## src/drive_cfg.svh

```systemverilog
// Offsets, field positions, reset values and codes of the power-state block
`ifndef DRIVE_CFG_SVH
`define DRIVE_CFG_SVH

// Device object indices
`define IDX_BOOT        16'h4042
`define IDX_ABORT       16'h6007
`define IDX_LASTERR     16'h603F
`define IDX_CTRL        16'h6040
`define IDX_STAT        16'h6041
`define BOOT_SUB_CNT    8'h03
`define BOOT_SUB_VER    8'h01
`define BOOT_SUB_BUS    8'h02
`define BOOT_SUB_HW     8'h03

// Reset values
`define ABORT_RST       16'hFFFF
`define CTRL_RST        16'h0000
`define STAT_RST        16'h0000
`define LASTERR_RST     16'h0000

// Abort reaction codes
`define AB_ZERO         16'hFFFF
`define AB_NONE         16'h0000
`define AB_FAULT        16'h0001
`define AB_DISV         16'h0002
`define AB_QSTOP        16'h0003

// Control word bits
`define CW_SWON         0
`define CW_VOLT         1
`define CW_QSTOP_N      2
`define CW_OPEN         3
`define CW_FCLR         7
`define CW_HALT         8

// Status word bits
`define SW_READY        0
`define SW_SWON         1
`define SW_OPEN         2
`define SW_FAULT        3
`define SW_VOLT         4
`define SW_QSTOP_N      5
`define SW_DIS          6
`define SW_WARN         7
`define SW_SYNC         8
`define SW_REMOTE       9
`define SW_CLOOP        15

// Modes in which halt acts
`define MODE_PP         8'h01
`define MODE_VL         8'h02
`define MODE_PV         8'h03
`define MODE_TQ         8'h04
`define MODE_IP         8'h07

// Controller APB register offsets
`define APB_CMD         12'h000
`define APB_WDATA       12'h004
`define APB_RDATA       12'h008
`define APB_STAT        12'h00C
`define CMD_GO          31
`define CMD_WE          24

`endif

```

## src/drive_pkg.sv

```systemverilog
// Types shared by the power-state device and its controller
package drive_pkg;

    typedef enum logic [2:0] {
        PS_NOT_READY = 3'b000,
        PS_DISABLED  = 3'b001,
        PS_READY     = 3'b010,
        PS_SWITCHED  = 3'b011,
        PS_ENABLED   = 3'b100,
        PS_QSTOP     = 3'b101,
        PS_FREACT    = 3'b110,
        PS_FAULT     = 3'b111
    } pstate_t;

    typedef struct packed {
        logic [2:0]  be_s;
        logic        be_lvl;
        logic [15:0] abort_r;
        logic [15:0] cw;
        logic [15:0] sw;
        logic [15:0] last_err;
        logic        fr_prev;
        logic        warn;
        pstate_t     st;
        logic        ack;
        logic        err;
        logic [31:0] rdata;
        logic        halt;
        logic        power_on;
        logic        drive_on;
    } dev_state_t;

    typedef enum logic [1:0] {
        HC_IDLE = 2'b00,
        HC_REQ  = 2'b01
    } hstate_t;

    typedef struct packed {
        hstate_t     st;
        logic [15:0] idx;
        logic [7:0]  sub;
        logic        we;
        logic [31:0] wdata;
        logic [31:0] rdata;
        logic        done;
        logic        err;
        logic        req;
        logic        pready;
        logic        pslverr;
        logic [31:0] prdata;
    } host_state_t;

endpackage

```

## src/drive_link_if.sv

```systemverilog
// Object access link between fieldbus controller and power-state device
`timescale 1ns/10ps
`default_nettype none
interface drive_link_if;
    logic        req;
    logic        we;
    logic [15:0] idx;
    logic [7:0]  sub;
    logic [31:0] wdata;
    logic        ack;
    logic        err;
    logic [31:0] rdata;

    modport dev (input req, we, idx, sub, wdata, output ack, err, rdata);
    modport ctl (output req, we, idx, sub, wdata, input ack, err, rdata);
endinterface
`default_nettype wire

```

## src/drive_power_state_control.sv

```systemverilog
// Power-state machine, control/status words and abort reaction of the drive
//
// How it works
// RL1: Boot version word: main high, minor low
// RL2: Boot fieldbus word, read only
// RL3: Bus error enters safe-op, applies reaction
// RL4: Code -1 zeroes received values, control word
// RL5: Codes 0..3: none, fault, disable, quick stop
// RL6: Last error is newest history code, low 16
// RL7: Fault reset clears last error code
// RL8: Control bit 0 requests switched on
// RL9: Control bit 1 enables power stage voltage
// RL10: Control bit 2 low forces quick stop
// RL11: Control bit 3 requests operation enabled
// RL12: Control bit 7 clears fault or warning
// RL13: Control bit 8 halts in listed modes
// RL14: Status bit 0 shows ready to switch on
// RL15: Status bit 1 shows switched on
// RL16: Status bit 2 shows operation enabled
// RL17: Status bit 6 shows switched on disabled
// RL18: Status bit 8 shows fieldbus sync
// RL19: Status bit 9 always one; reset loads 16'h0000, so it reads zero during reset
// RL20: Status bit 15: enabled with closed loop
// RL21: Encodes not ready and switch on disabled
// RL22: Encodes ready, switched, enabled, quick stop
// RL23: Encodes fault reaction and fault
// RL24: Only legal transitions change the state
//
// Register access over APB was left to the implementer.
`include "drive_cfg.svh"
`timescale 1ns/10ps
`default_nettype none
module drive_power_state_control
    import drive_pkg::*;
#(
    parameter logic [15:0] BOOT_MAIN  = 16'h0001,  // Arbitrary value
    parameter logic [15:0] BOOT_MINOR = 16'h0000,  // Arbitrary value
    parameter logic [31:0] BOOT_BUSES = 32'h0000_0001,  // Arbitrary value
    parameter logic [31:0] BOOT_HW    = 32'h0000_0000   // Arbitrary value
) (
    // Clock and reset
    input  wire logic        pclk,
    input  wire logic        presetn,
    // Object access link
    drive_link_if.dev        lk,
    // Drive side inputs
    input  wire logic        bus_error,
    input  wire logic        sync_ok,
    input  wire logic        closed_loop,
    input  wire logic        voltage_ok,
    input  wire logic        fault_event,
    input  wire logic        fault_present,
    input  wire logic        warn_event,
    input  wire logic        err_valid,
    input  wire logic [15:0] err_code,
    input  wire logic        stop_done,
    input  wire logic [7:0]  op_mode,
    // Drive side outputs
    output logic [15:0]      ctrl_word,
    output logic [15:0]      status_word,
    output logic             halt_motion,
    output logic             power_stage_on,
    output logic             drive_enabled,
    output logic             safe_op
);

    dev_state_t r;
    dev_state_t n;

    logic       fr_rise;
    logic       be_rise;
    logic       shut;
    logic       dis_v;
    logic       qs_req;
    logic       sw_on;
    logic       en_op;
    logic [15:0] cw;

    // ------------------------------------------------------------------
    // Next state
    // ------------------------------------------------------------------
    always_comb begin
        n = r;
        n.ack = 1'b0;
        n.err = 1'b0;
        n.be_s = {r.be_s[1:0], bus_error};
        be_rise = 1'b0;
        if (r.be_s[1] == r.be_s[2]) begin
            n.be_lvl = r.be_s[2];
            be_rise = r.be_s[2] & ~r.be_lvl;  // see RL3
        end

        // Object access, answered one cycle after the request
        if (lk.req && !r.ack) begin
            n.ack = 1'b1;
            n.rdata = 32'h0000_0000;
            if (lk.idx == `IDX_BOOT && !lk.we) begin
                if (lk.sub == 8'h00) begin
                    n.rdata = {24'h00_0000, `BOOT_SUB_CNT};
                end else if (lk.sub == `BOOT_SUB_VER) begin
                    n.rdata = {BOOT_MAIN, BOOT_MINOR};  // see RL1
                end else if (lk.sub == `BOOT_SUB_BUS) begin
                    n.rdata = BOOT_BUSES;  // see RL2
                end else if (lk.sub == `BOOT_SUB_HW) begin
                    n.rdata = BOOT_HW;
                end else begin
                    n.err = 1'b1;
                end
            end else if (lk.idx == `IDX_ABORT) begin
                n.rdata = {16'h0000, r.abort_r};
                if (lk.we) begin
                    n.abort_r = lk.wdata[15:0];
                end
            end else if (lk.idx == `IDX_LASTERR && !lk.we) begin
                n.rdata = {16'h0000, r.last_err};  // see RL6
            end else if (lk.idx == `IDX_CTRL) begin
                n.rdata = {16'h0000, r.cw};
                if (lk.we) begin
                    n.cw = lk.wdata[15:0];
                end
            end else if (lk.idx == `IDX_STAT && !lk.we) begin
                n.rdata = {16'h0000, r.sw};
            end else begin
                n.err = 1'b1;
            end
        end

        // Received values held at zero while the link is lost under abort code -1
        if (r.be_lvl && r.abort_r == `AB_ZERO) begin
            n.cw = 16'h0000;  // see RL4
        end

        // Fault reset edge clears warning and last error; new events win
        fr_rise = r.cw[`CW_FCLR] & ~r.fr_prev;
        n.fr_prev = r.cw[`CW_FCLR];
        if (fr_rise) begin
            n.warn = 1'b0;  // see RL12
            n.last_err = 16'h0000;  // see RL7
        end
        if (warn_event) begin
            n.warn = 1'b1;
        end
        if (err_valid) begin
            n.last_err = err_code;  // see RL6
        end

        // Command decode
        cw = r.cw;
        dis_v = ~cw[`CW_VOLT];  // see RL9
        qs_req = cw[`CW_VOLT] & ~cw[`CW_QSTOP_N];  // see RL10
        shut = cw[2:0] == 3'b110;
        sw_on = cw[3:0] == 4'b0111;  // see RL8
        en_op = cw[3:0] == 4'b1111;  // see RL11

        // Power state machine, legal transitions only (see RL24)
        case (r.st)
            PS_NOT_READY: n.st = PS_DISABLED;
            PS_DISABLED: begin
                if (shut) begin
                    n.st = PS_READY;
                end
            end
            PS_READY: begin
                if (dis_v || qs_req) begin
                    n.st = PS_DISABLED;
                end else if (en_op) begin
                    n.st = PS_ENABLED;
                end else if (sw_on) begin
                    n.st = PS_SWITCHED;
                end
            end
            PS_SWITCHED: begin
                if (dis_v || qs_req) begin
                    n.st = PS_DISABLED;
                end else if (shut) begin
                    n.st = PS_READY;
                end else if (en_op) begin
                    n.st = PS_ENABLED;  // see RL11
                end
            end
            PS_ENABLED: begin
                if (dis_v) begin
                    n.st = PS_DISABLED;
                end else if (qs_req) begin
                    n.st = PS_QSTOP;  // see RL10
                end else if (shut) begin
                    n.st = PS_READY;
                end else if (sw_on) begin
                    n.st = PS_SWITCHED;
                end
            end
            PS_QSTOP: begin
                if (dis_v || stop_done) begin
                    n.st = PS_DISABLED;
                end
            end
            PS_FREACT: n.st = PS_FAULT;
            default: begin
                if (fr_rise && !fault_present) begin
                    n.st = PS_DISABLED;  // see RL12
                end
            end
        endcase

        // Reaction to a lost link (see RL3)
        if (be_rise) begin
            if (r.abort_r == `AB_FAULT) begin
                n.st = PS_FREACT;  // see RL5
            end else if (r.abort_r == `AB_DISV && r.st != PS_FAULT && r.st != PS_FREACT) begin
                n.st = PS_DISABLED;  // see RL5
            end else if (r.abort_r == `AB_QSTOP) begin
                if (r.st == PS_ENABLED) begin
                    n.st = PS_QSTOP;  // see RL5
                end else if (r.st == PS_READY || r.st == PS_SWITCHED) begin
                    n.st = PS_DISABLED;
                end
            end
        end
        if (fault_event && r.st != PS_FAULT) begin
            n.st = PS_FREACT;
        end

        // Status word from the new state
        n.sw = 16'h0000;
        case (n.st)
            PS_DISABLED: n.sw[6:0] = 7'b100_0000;  // see RL17 RL21
            PS_READY:    n.sw[6:0] = 7'b010_0001;  // see RL14 RL22
            PS_SWITCHED: n.sw[6:0] = 7'b010_0011;  // see RL15 RL22
            PS_ENABLED:  n.sw[6:0] = 7'b010_0111;  // see RL16 RL22
            PS_QSTOP:    n.sw[6:0] = 7'b000_0111;  // see RL22
            PS_FREACT:   n.sw[6:0] = 7'b000_1111;  // see RL23
            PS_FAULT:    n.sw[6:0] = 7'b000_1000;  // see RL23
            default:     n.sw[6:0] = 7'b000_0000;  // see RL21
        endcase
        n.sw[`SW_VOLT] = voltage_ok;
        n.sw[`SW_WARN] = n.warn;
        n.sw[`SW_SYNC] = sync_ok;  // see RL18
        n.sw[`SW_REMOTE] = 1'b1;  // see RL19
        n.sw[`SW_CLOOP] = n.st == PS_ENABLED && closed_loop;  // see RL20

        n.halt = n.cw[`CW_HALT] && (op_mode == `MODE_PP || op_mode == `MODE_VL
                 || op_mode == `MODE_PV || op_mode == `MODE_TQ
                 || op_mode == `MODE_IP);  // see RL13
        n.power_on = n.st == PS_SWITCHED || n.st == PS_ENABLED || n.st == PS_QSTOP
                     || n.st == PS_FREACT;
        n.drive_on = n.st == PS_ENABLED;
    end

    // ------------------------------------------------------------------
    // State register
    // ------------------------------------------------------------------
    always_ff @(posedge pclk or negedge presetn) begin
        if (!presetn) begin
            r <= '0;
            r.abort_r <= `ABORT_RST;
            r.cw <= `CTRL_RST;
            r.sw <= `STAT_RST;
            r.last_err <= `LASTERR_RST;
            r.st <= PS_NOT_READY;
        end else begin
            r <= n;
        end
    end

    assign lk.ack = r.ack;
    assign lk.err = r.err;
    assign lk.rdata = r.rdata;
    assign ctrl_word = r.cw;
    assign status_word = r.sw;
    assign halt_motion = r.halt;
    assign power_stage_on = r.power_on;
    assign drive_enabled = r.drive_on;
    assign safe_op = r.be_lvl;

endmodule
`default_nettype wire

```

## src/flat_wrapper.sv

```systemverilog
// flat-port wrapper written by rule: the top's interface ports become plain ports
module drive_power_state_control_flat import drive_pkg::*;
#(
    parameter logic [15:0] BOOT_MAIN  = 16'h0001,                    
    parameter logic [15:0] BOOT_MINOR = 16'h0000,                    
    parameter logic [31:0] BOOT_BUSES = 32'h0000_0001,                    
    parameter logic [31:0] BOOT_HW    = 32'h0000_0000                     
)
  (pclk, presetn, bus_error, sync_ok, closed_loop, voltage_ok, fault_event, fault_present, warn_event, err_valid, err_code, stop_done, op_mode, ctrl_word, status_word, halt_motion, power_stage_on, drive_enabled, safe_op, lk_req, lk_we, lk_idx, lk_sub, lk_wdata, lk_ack, lk_err, lk_rdata);
  drive_link_if lk_i ();
  input  wire logic pclk;
  input  wire logic presetn;
  input  wire logic bus_error;
  input  wire logic sync_ok;
  input  wire logic closed_loop;
  input  wire logic voltage_ok;
  input  wire logic fault_event;
  input  wire logic fault_present;
  input  wire logic warn_event;
  input  wire logic err_valid;
  input  wire logic [15:0] err_code;
  input  wire logic stop_done;
  input  wire logic [7:0] op_mode;
  output logic [15:0] ctrl_word;
  output logic [15:0] status_word;
  output logic halt_motion;
  output logic power_stage_on;
  output logic drive_enabled;
  output logic safe_op;
  input wire logic [$bits(lk_i.req)-1:0] lk_req;
  input wire logic [$bits(lk_i.we)-1:0] lk_we;
  input wire logic [$bits(lk_i.idx)-1:0] lk_idx;
  input wire logic [$bits(lk_i.sub)-1:0] lk_sub;
  input wire logic [$bits(lk_i.wdata)-1:0] lk_wdata;
  output wire logic [$bits(lk_i.ack)-1:0] lk_ack;
  output wire logic [$bits(lk_i.err)-1:0] lk_err;
  output wire logic [$bits(lk_i.rdata)-1:0] lk_rdata;
  assign lk_i.req = lk_req;
  assign lk_i.we = lk_we;
  assign lk_i.idx = lk_idx;
  assign lk_i.sub = lk_sub;
  assign lk_i.wdata = lk_wdata;
  assign lk_ack = lk_i.ack;
  assign lk_err = lk_i.err;
  assign lk_rdata = lk_i.rdata;
  drive_power_state_control #(.BOOT_MAIN(BOOT_MAIN), .BOOT_MINOR(BOOT_MINOR), .BOOT_BUSES(BOOT_BUSES), .BOOT_HW(BOOT_HW)) u_core (.pclk(pclk), .presetn(presetn), .lk(lk_i), .bus_error(bus_error), .sync_ok(sync_ok), .closed_loop(closed_loop), .voltage_ok(voltage_ok), .fault_event(fault_event), .fault_present(fault_present), .warn_event(warn_event), .err_valid(err_valid), .err_code(err_code), .stop_done(stop_done), .op_mode(op_mode), .ctrl_word(ctrl_word), .status_word(status_word), .halt_motion(halt_motion), .power_stage_on(power_stage_on), .drive_enabled(drive_enabled), .safe_op(safe_op));
endmodule
```

## config.mk

```make
export PLATFORM = sky130hd
export DESIGN_NAME = drive_power_state_control_flat
export DESIGN_NICKNAME = d
export VERILOG_FILES = /design/src/drive_pkg.sv /design/src/drive_link_if.sv /design/src/drive_power_state_control.sv /design/src/flat_wrapper.sv
export VERILOG_INCLUDE_DIRS = /design/src
export SDC_FILE = /design/constraint.sdc
export NUM_CORES = 1
export LEC_CHECK = 0
export BUFFER_PORTS_ARGS = -buffer_cell sky130_fd_sc_hd__buf_2
export CAP_MARGIN = 20
export CORE_UTILIZATION = 40
export DETAILED_ROUTE_END_ITERATION = 8
export PLACE_DENSITY_LB_ADDON = 0.2
export SLEW_MARGIN = 20
export SYNTH_ARGS = -nofsm -noshare
export SYNTH_HDL_FRONTEND = slang
export SYNTH_SLANG_ARGS = --single-unit
export TNS_END_PERCENT = 10
```

## constraint.sdc

```tcl
create_clock -name pclk -period 2.45 [get_ports pclk]
set_input_delay 0.245 -clock pclk [delete_from_list [all_inputs] [get_ports pclk]]
set_output_delay 0.245 -clock pclk [all_outputs]
set_load 0.05 [all_outputs]
```

==> flow_metrics.env <==
export IMPL_cp_top_family="simple AND/OR/NAND/NOR gates"
export IMPL_vias_per_cell=5.38
export IMPL_grt_pass1_vias=3464
export IMPL_hold_viol_final=0
export IMPL_startpoint_type="flip-flop"
export IMPL_drive_gt1_share_pct=40.0
export IMPL_synth_seq_cells=89
export IMPL_clock_path_buffers=2
export IMPL_crit_fanout=6
export IMPL_gp_congestion=0.822
export IMPL_grt_util_all_layers_pct=21.5
export IMPL_p_per_area_nw_per_um2=704
export IMPL_port_buffers=126
export IMPL_setup_viol=0
export IMPL_placed_cell_area_um2=4950
export IMPL_post_cts_buffers=0
export IMPL_cts_buffers=9
export IMPL_drv_slew=0
export IMPL_antenna_found_initial=0
export IMPL_clk_pin_slew_ps=90
export IMPL_rows=38
export IMPL_final_cell_area_um2=5210
export IMPL_criticalPathCategory="reg2reg"
export IMPL_syn2layout_area_growth_pct=16.1
export IMPL_synth_cells=408
export IMPL_htree_levels=3
export IMPL_hold_class="in2reg"
export IMPL_fin_skew_ps=8.24
export IMPL_dp_hpwl_um=8560
export IMPL_dieArea_um2=11600
export IMPL_drc=0
export IMPL_die_x_um=108
export IMPL_path_cells="or4_1, nor4_4, nand4_1, o21a_1, nor3b_1, xor2_1"
export IMPL_fin_crit_ps=2270
export IMPL_setup_tns_final_ps=0
export IMPL_cts_root_buffer="clkbuf_8"
export IMPL_grt_max_degree=50
export IMPL_critPathRequiredTime_ps=2740
export IMPL_synth_avg_cell_area_um2=11.0
export IMPL_worst_slew_pin_slew_ps=742
export IMPL_synthArstFlopShare_pct=100
export IMPL_period_share_pct=92.7
export IMPL_slowest_delay_ps=580
export IMPL_gr_total_overflow=0
export IMPL_yosys_warnings=0
export IMPL_dieHeight_um=108
export IMPL_rsz0062_at_grt="false"
export IMPL_outcome="finished, final reports clean"
export IMPL_path_buf_inv=0
export IMPL_power_leakage_nw=2.52
export IMPL_synthDistinctLibCells=61
export IMPL_ys_seq_area_share_pct=50.1
export IMPL_synth_top_flop_cell="dfrtp_1"
export IMPL_cts_sinks=89
export IMPL_vias=3494
export IMPL_wire_per_inst_um=18.0
export IMPL_initial_core_util_pct=41.2
export IMPL_wl_um=11700
export IMPL_cts_resized_gates=0
export IMPL_drtAntennaViolNets=0
export IMPL_num_io_pins=163
export IMPL_n_antenna_cell=0
export IMPL_fillers=1033
export IMPL_slowest_stage="or4_1"
export IMPL_cts_tree="built"
export IMPL_cap_violations=0
export IMPL_syn_area_um2=4490
export IMPL_first_iter_violations=204
export IMPL_grt_pass1_wl_um=18500
export IMPL_clk_latency_ps=360
export IMPL_arrival_ps=2560
export IMPL_vdd_drop_max_v=0.000279
export IMPL_final_net_count=598
export IMPL_firstDrtPassIters=6
export IMPL_slew_headroom_pct=50.4
export IMPL_synth_edf_count=0
export IMPL_fmax_mhz=440
export IMPL_crit_path_end_kind="flip-flop"
export IMPL_fp_coreArea_um2=10900
-- path summary, 6_finish.rpt --
check	start	endpoint	slack [ps]	depth (start not counted)
setup / recovery	u_core.r[105]	u_core.status_word[1]	180	6
hold / removal	warn_event	u_core.status_word[7]	80	2
setup reg to reg	u_core.r[105]	u_core.status_word[1]	180	6
hold reg to reg	u_core.n[108]	u_core.n[109]	350	0
max in group asynchronous	presetn	u_core.r[94]	1340	3
min in group asynchronous	presetn	u_core.lk.ack	440	2
-- cell type report --
type / instances / area, um2 / area share [%]
inverter: 8 / 30.0 / 0.576
sequential: 89 / 2250 / 43.1
clock inverter: 5 / 78.8 / 1.51
tap: 140 / 175 / 3.36
timing repair buffer: 147 / 813 / 15.6
multi-input combinational: 250 / 1730 / 33.1
clock buffer: 11 / 141 / 2.71
-- synth_stat cells, types with 5 or more instances --
library cell,instances,share of area (%)
a21oi_1,6,0.67
nor4_1,5,0.70
o21ai_0,20,2.2
inv_1,7,0.59
clkbuf_1,9,0.75
nor2_1,19,1.6
o221ai_1,10,2.0
nand2b_1,5,0.70
nand4_1,7,0.98
a22o_1,30,5.9
mux2_2,14,3.5
a221oi_1,11,2.1
nand2_1,29,2.4
a222oi_1,6,1.3
dfstp_2,16,9.4
buf_4,65,11
dfrtp_1,73,41
-- report_power, final --
part	switching, mW	total (mW)	internal (mW)	leakage (nW)
clock	0.518	1.12	0.601	0.113
combinational	0.575	0.850	0.275	1.30
sequential	0.119	1.70	1.58	1.10
-- state kept, by name, summed over array words and instances, names as in the netlist --
name,count
u_core.status_word,11
u_core.drive_enabled,1
u_core.ctrl_word,16
u_core.power_stage_on,1
u_core.lk.ack,1
u_core.safe_op,1
u_core.r,37
u_core.halt_motion,1
u_core.n,2
u_core.lk.err,1
u_core.lk.rdata,17
-- per-stage QoR --
step	power [mW]	hold slack, ps	utilization, %	setup slack (ps)	std cells
finish	3.67	78.9	47.9	180	650
global route	3.83	74.3	47.9	40.4	650
global placement	2.56	324	45.5	83.3	630
detailed placement	2.57	324	45.5	17.2	630
floorplan	2.38	-50.6	-	337	427
CTS	3.69	68.4	47.9	161	650
-- cell families after synthesis --
group | after synthesis | synth area share [%]
buf+inv | 88 | 13.1
simple gates | 108 | 14.4
compound gates | 101 | 17.5
other cells | 2 | 0.167
mux | 17 | 4.18
flops | 89 | 50.1
xor+xnor | 3 | 0.586
-- per-layer routing --
layer  up-vias  global-route usage, %  share of wire (%)
met5         -                      0                  0
met4         0                   9.59                2.3
met3        20                   3.81                6.4
met2       164                   34.3                 46
met1      1676                   28.7                 45
li1       1634                      -                  -
-- layout by cell type, fill, tap and decap left out, types with 6 or more instances in the layout --
cell / netlist / layout
nand2_1: 29 / 29
clkbuf_8: 0 / 10
nor2_1: 19 / 19
dfrtp_1: 73 / 73
dfstp_2: 16 / 16
buf_4: 65 / 17
o21ai_0: 20 / 20
a222oi_1: 6 / 6
inv_1: 7 / 7
a221oi_1: 11 / 11
a22o_1: 30 / 30
mux2_2: 14 / 14
conb_1: 2 / 21
nand4_1: 7 / 7
a21oi_1: 6 / 6
o221ai_1: 10 / 10
buf_2: 4 / 125
-- what timing repair did --
item                       in CTS  in global routing
setup endpoints to repair       0                  0
hold endpoints to repair       40                  0
hold buffers                    4                  0
No activity file was read; power rests on OpenSTA's default activity.
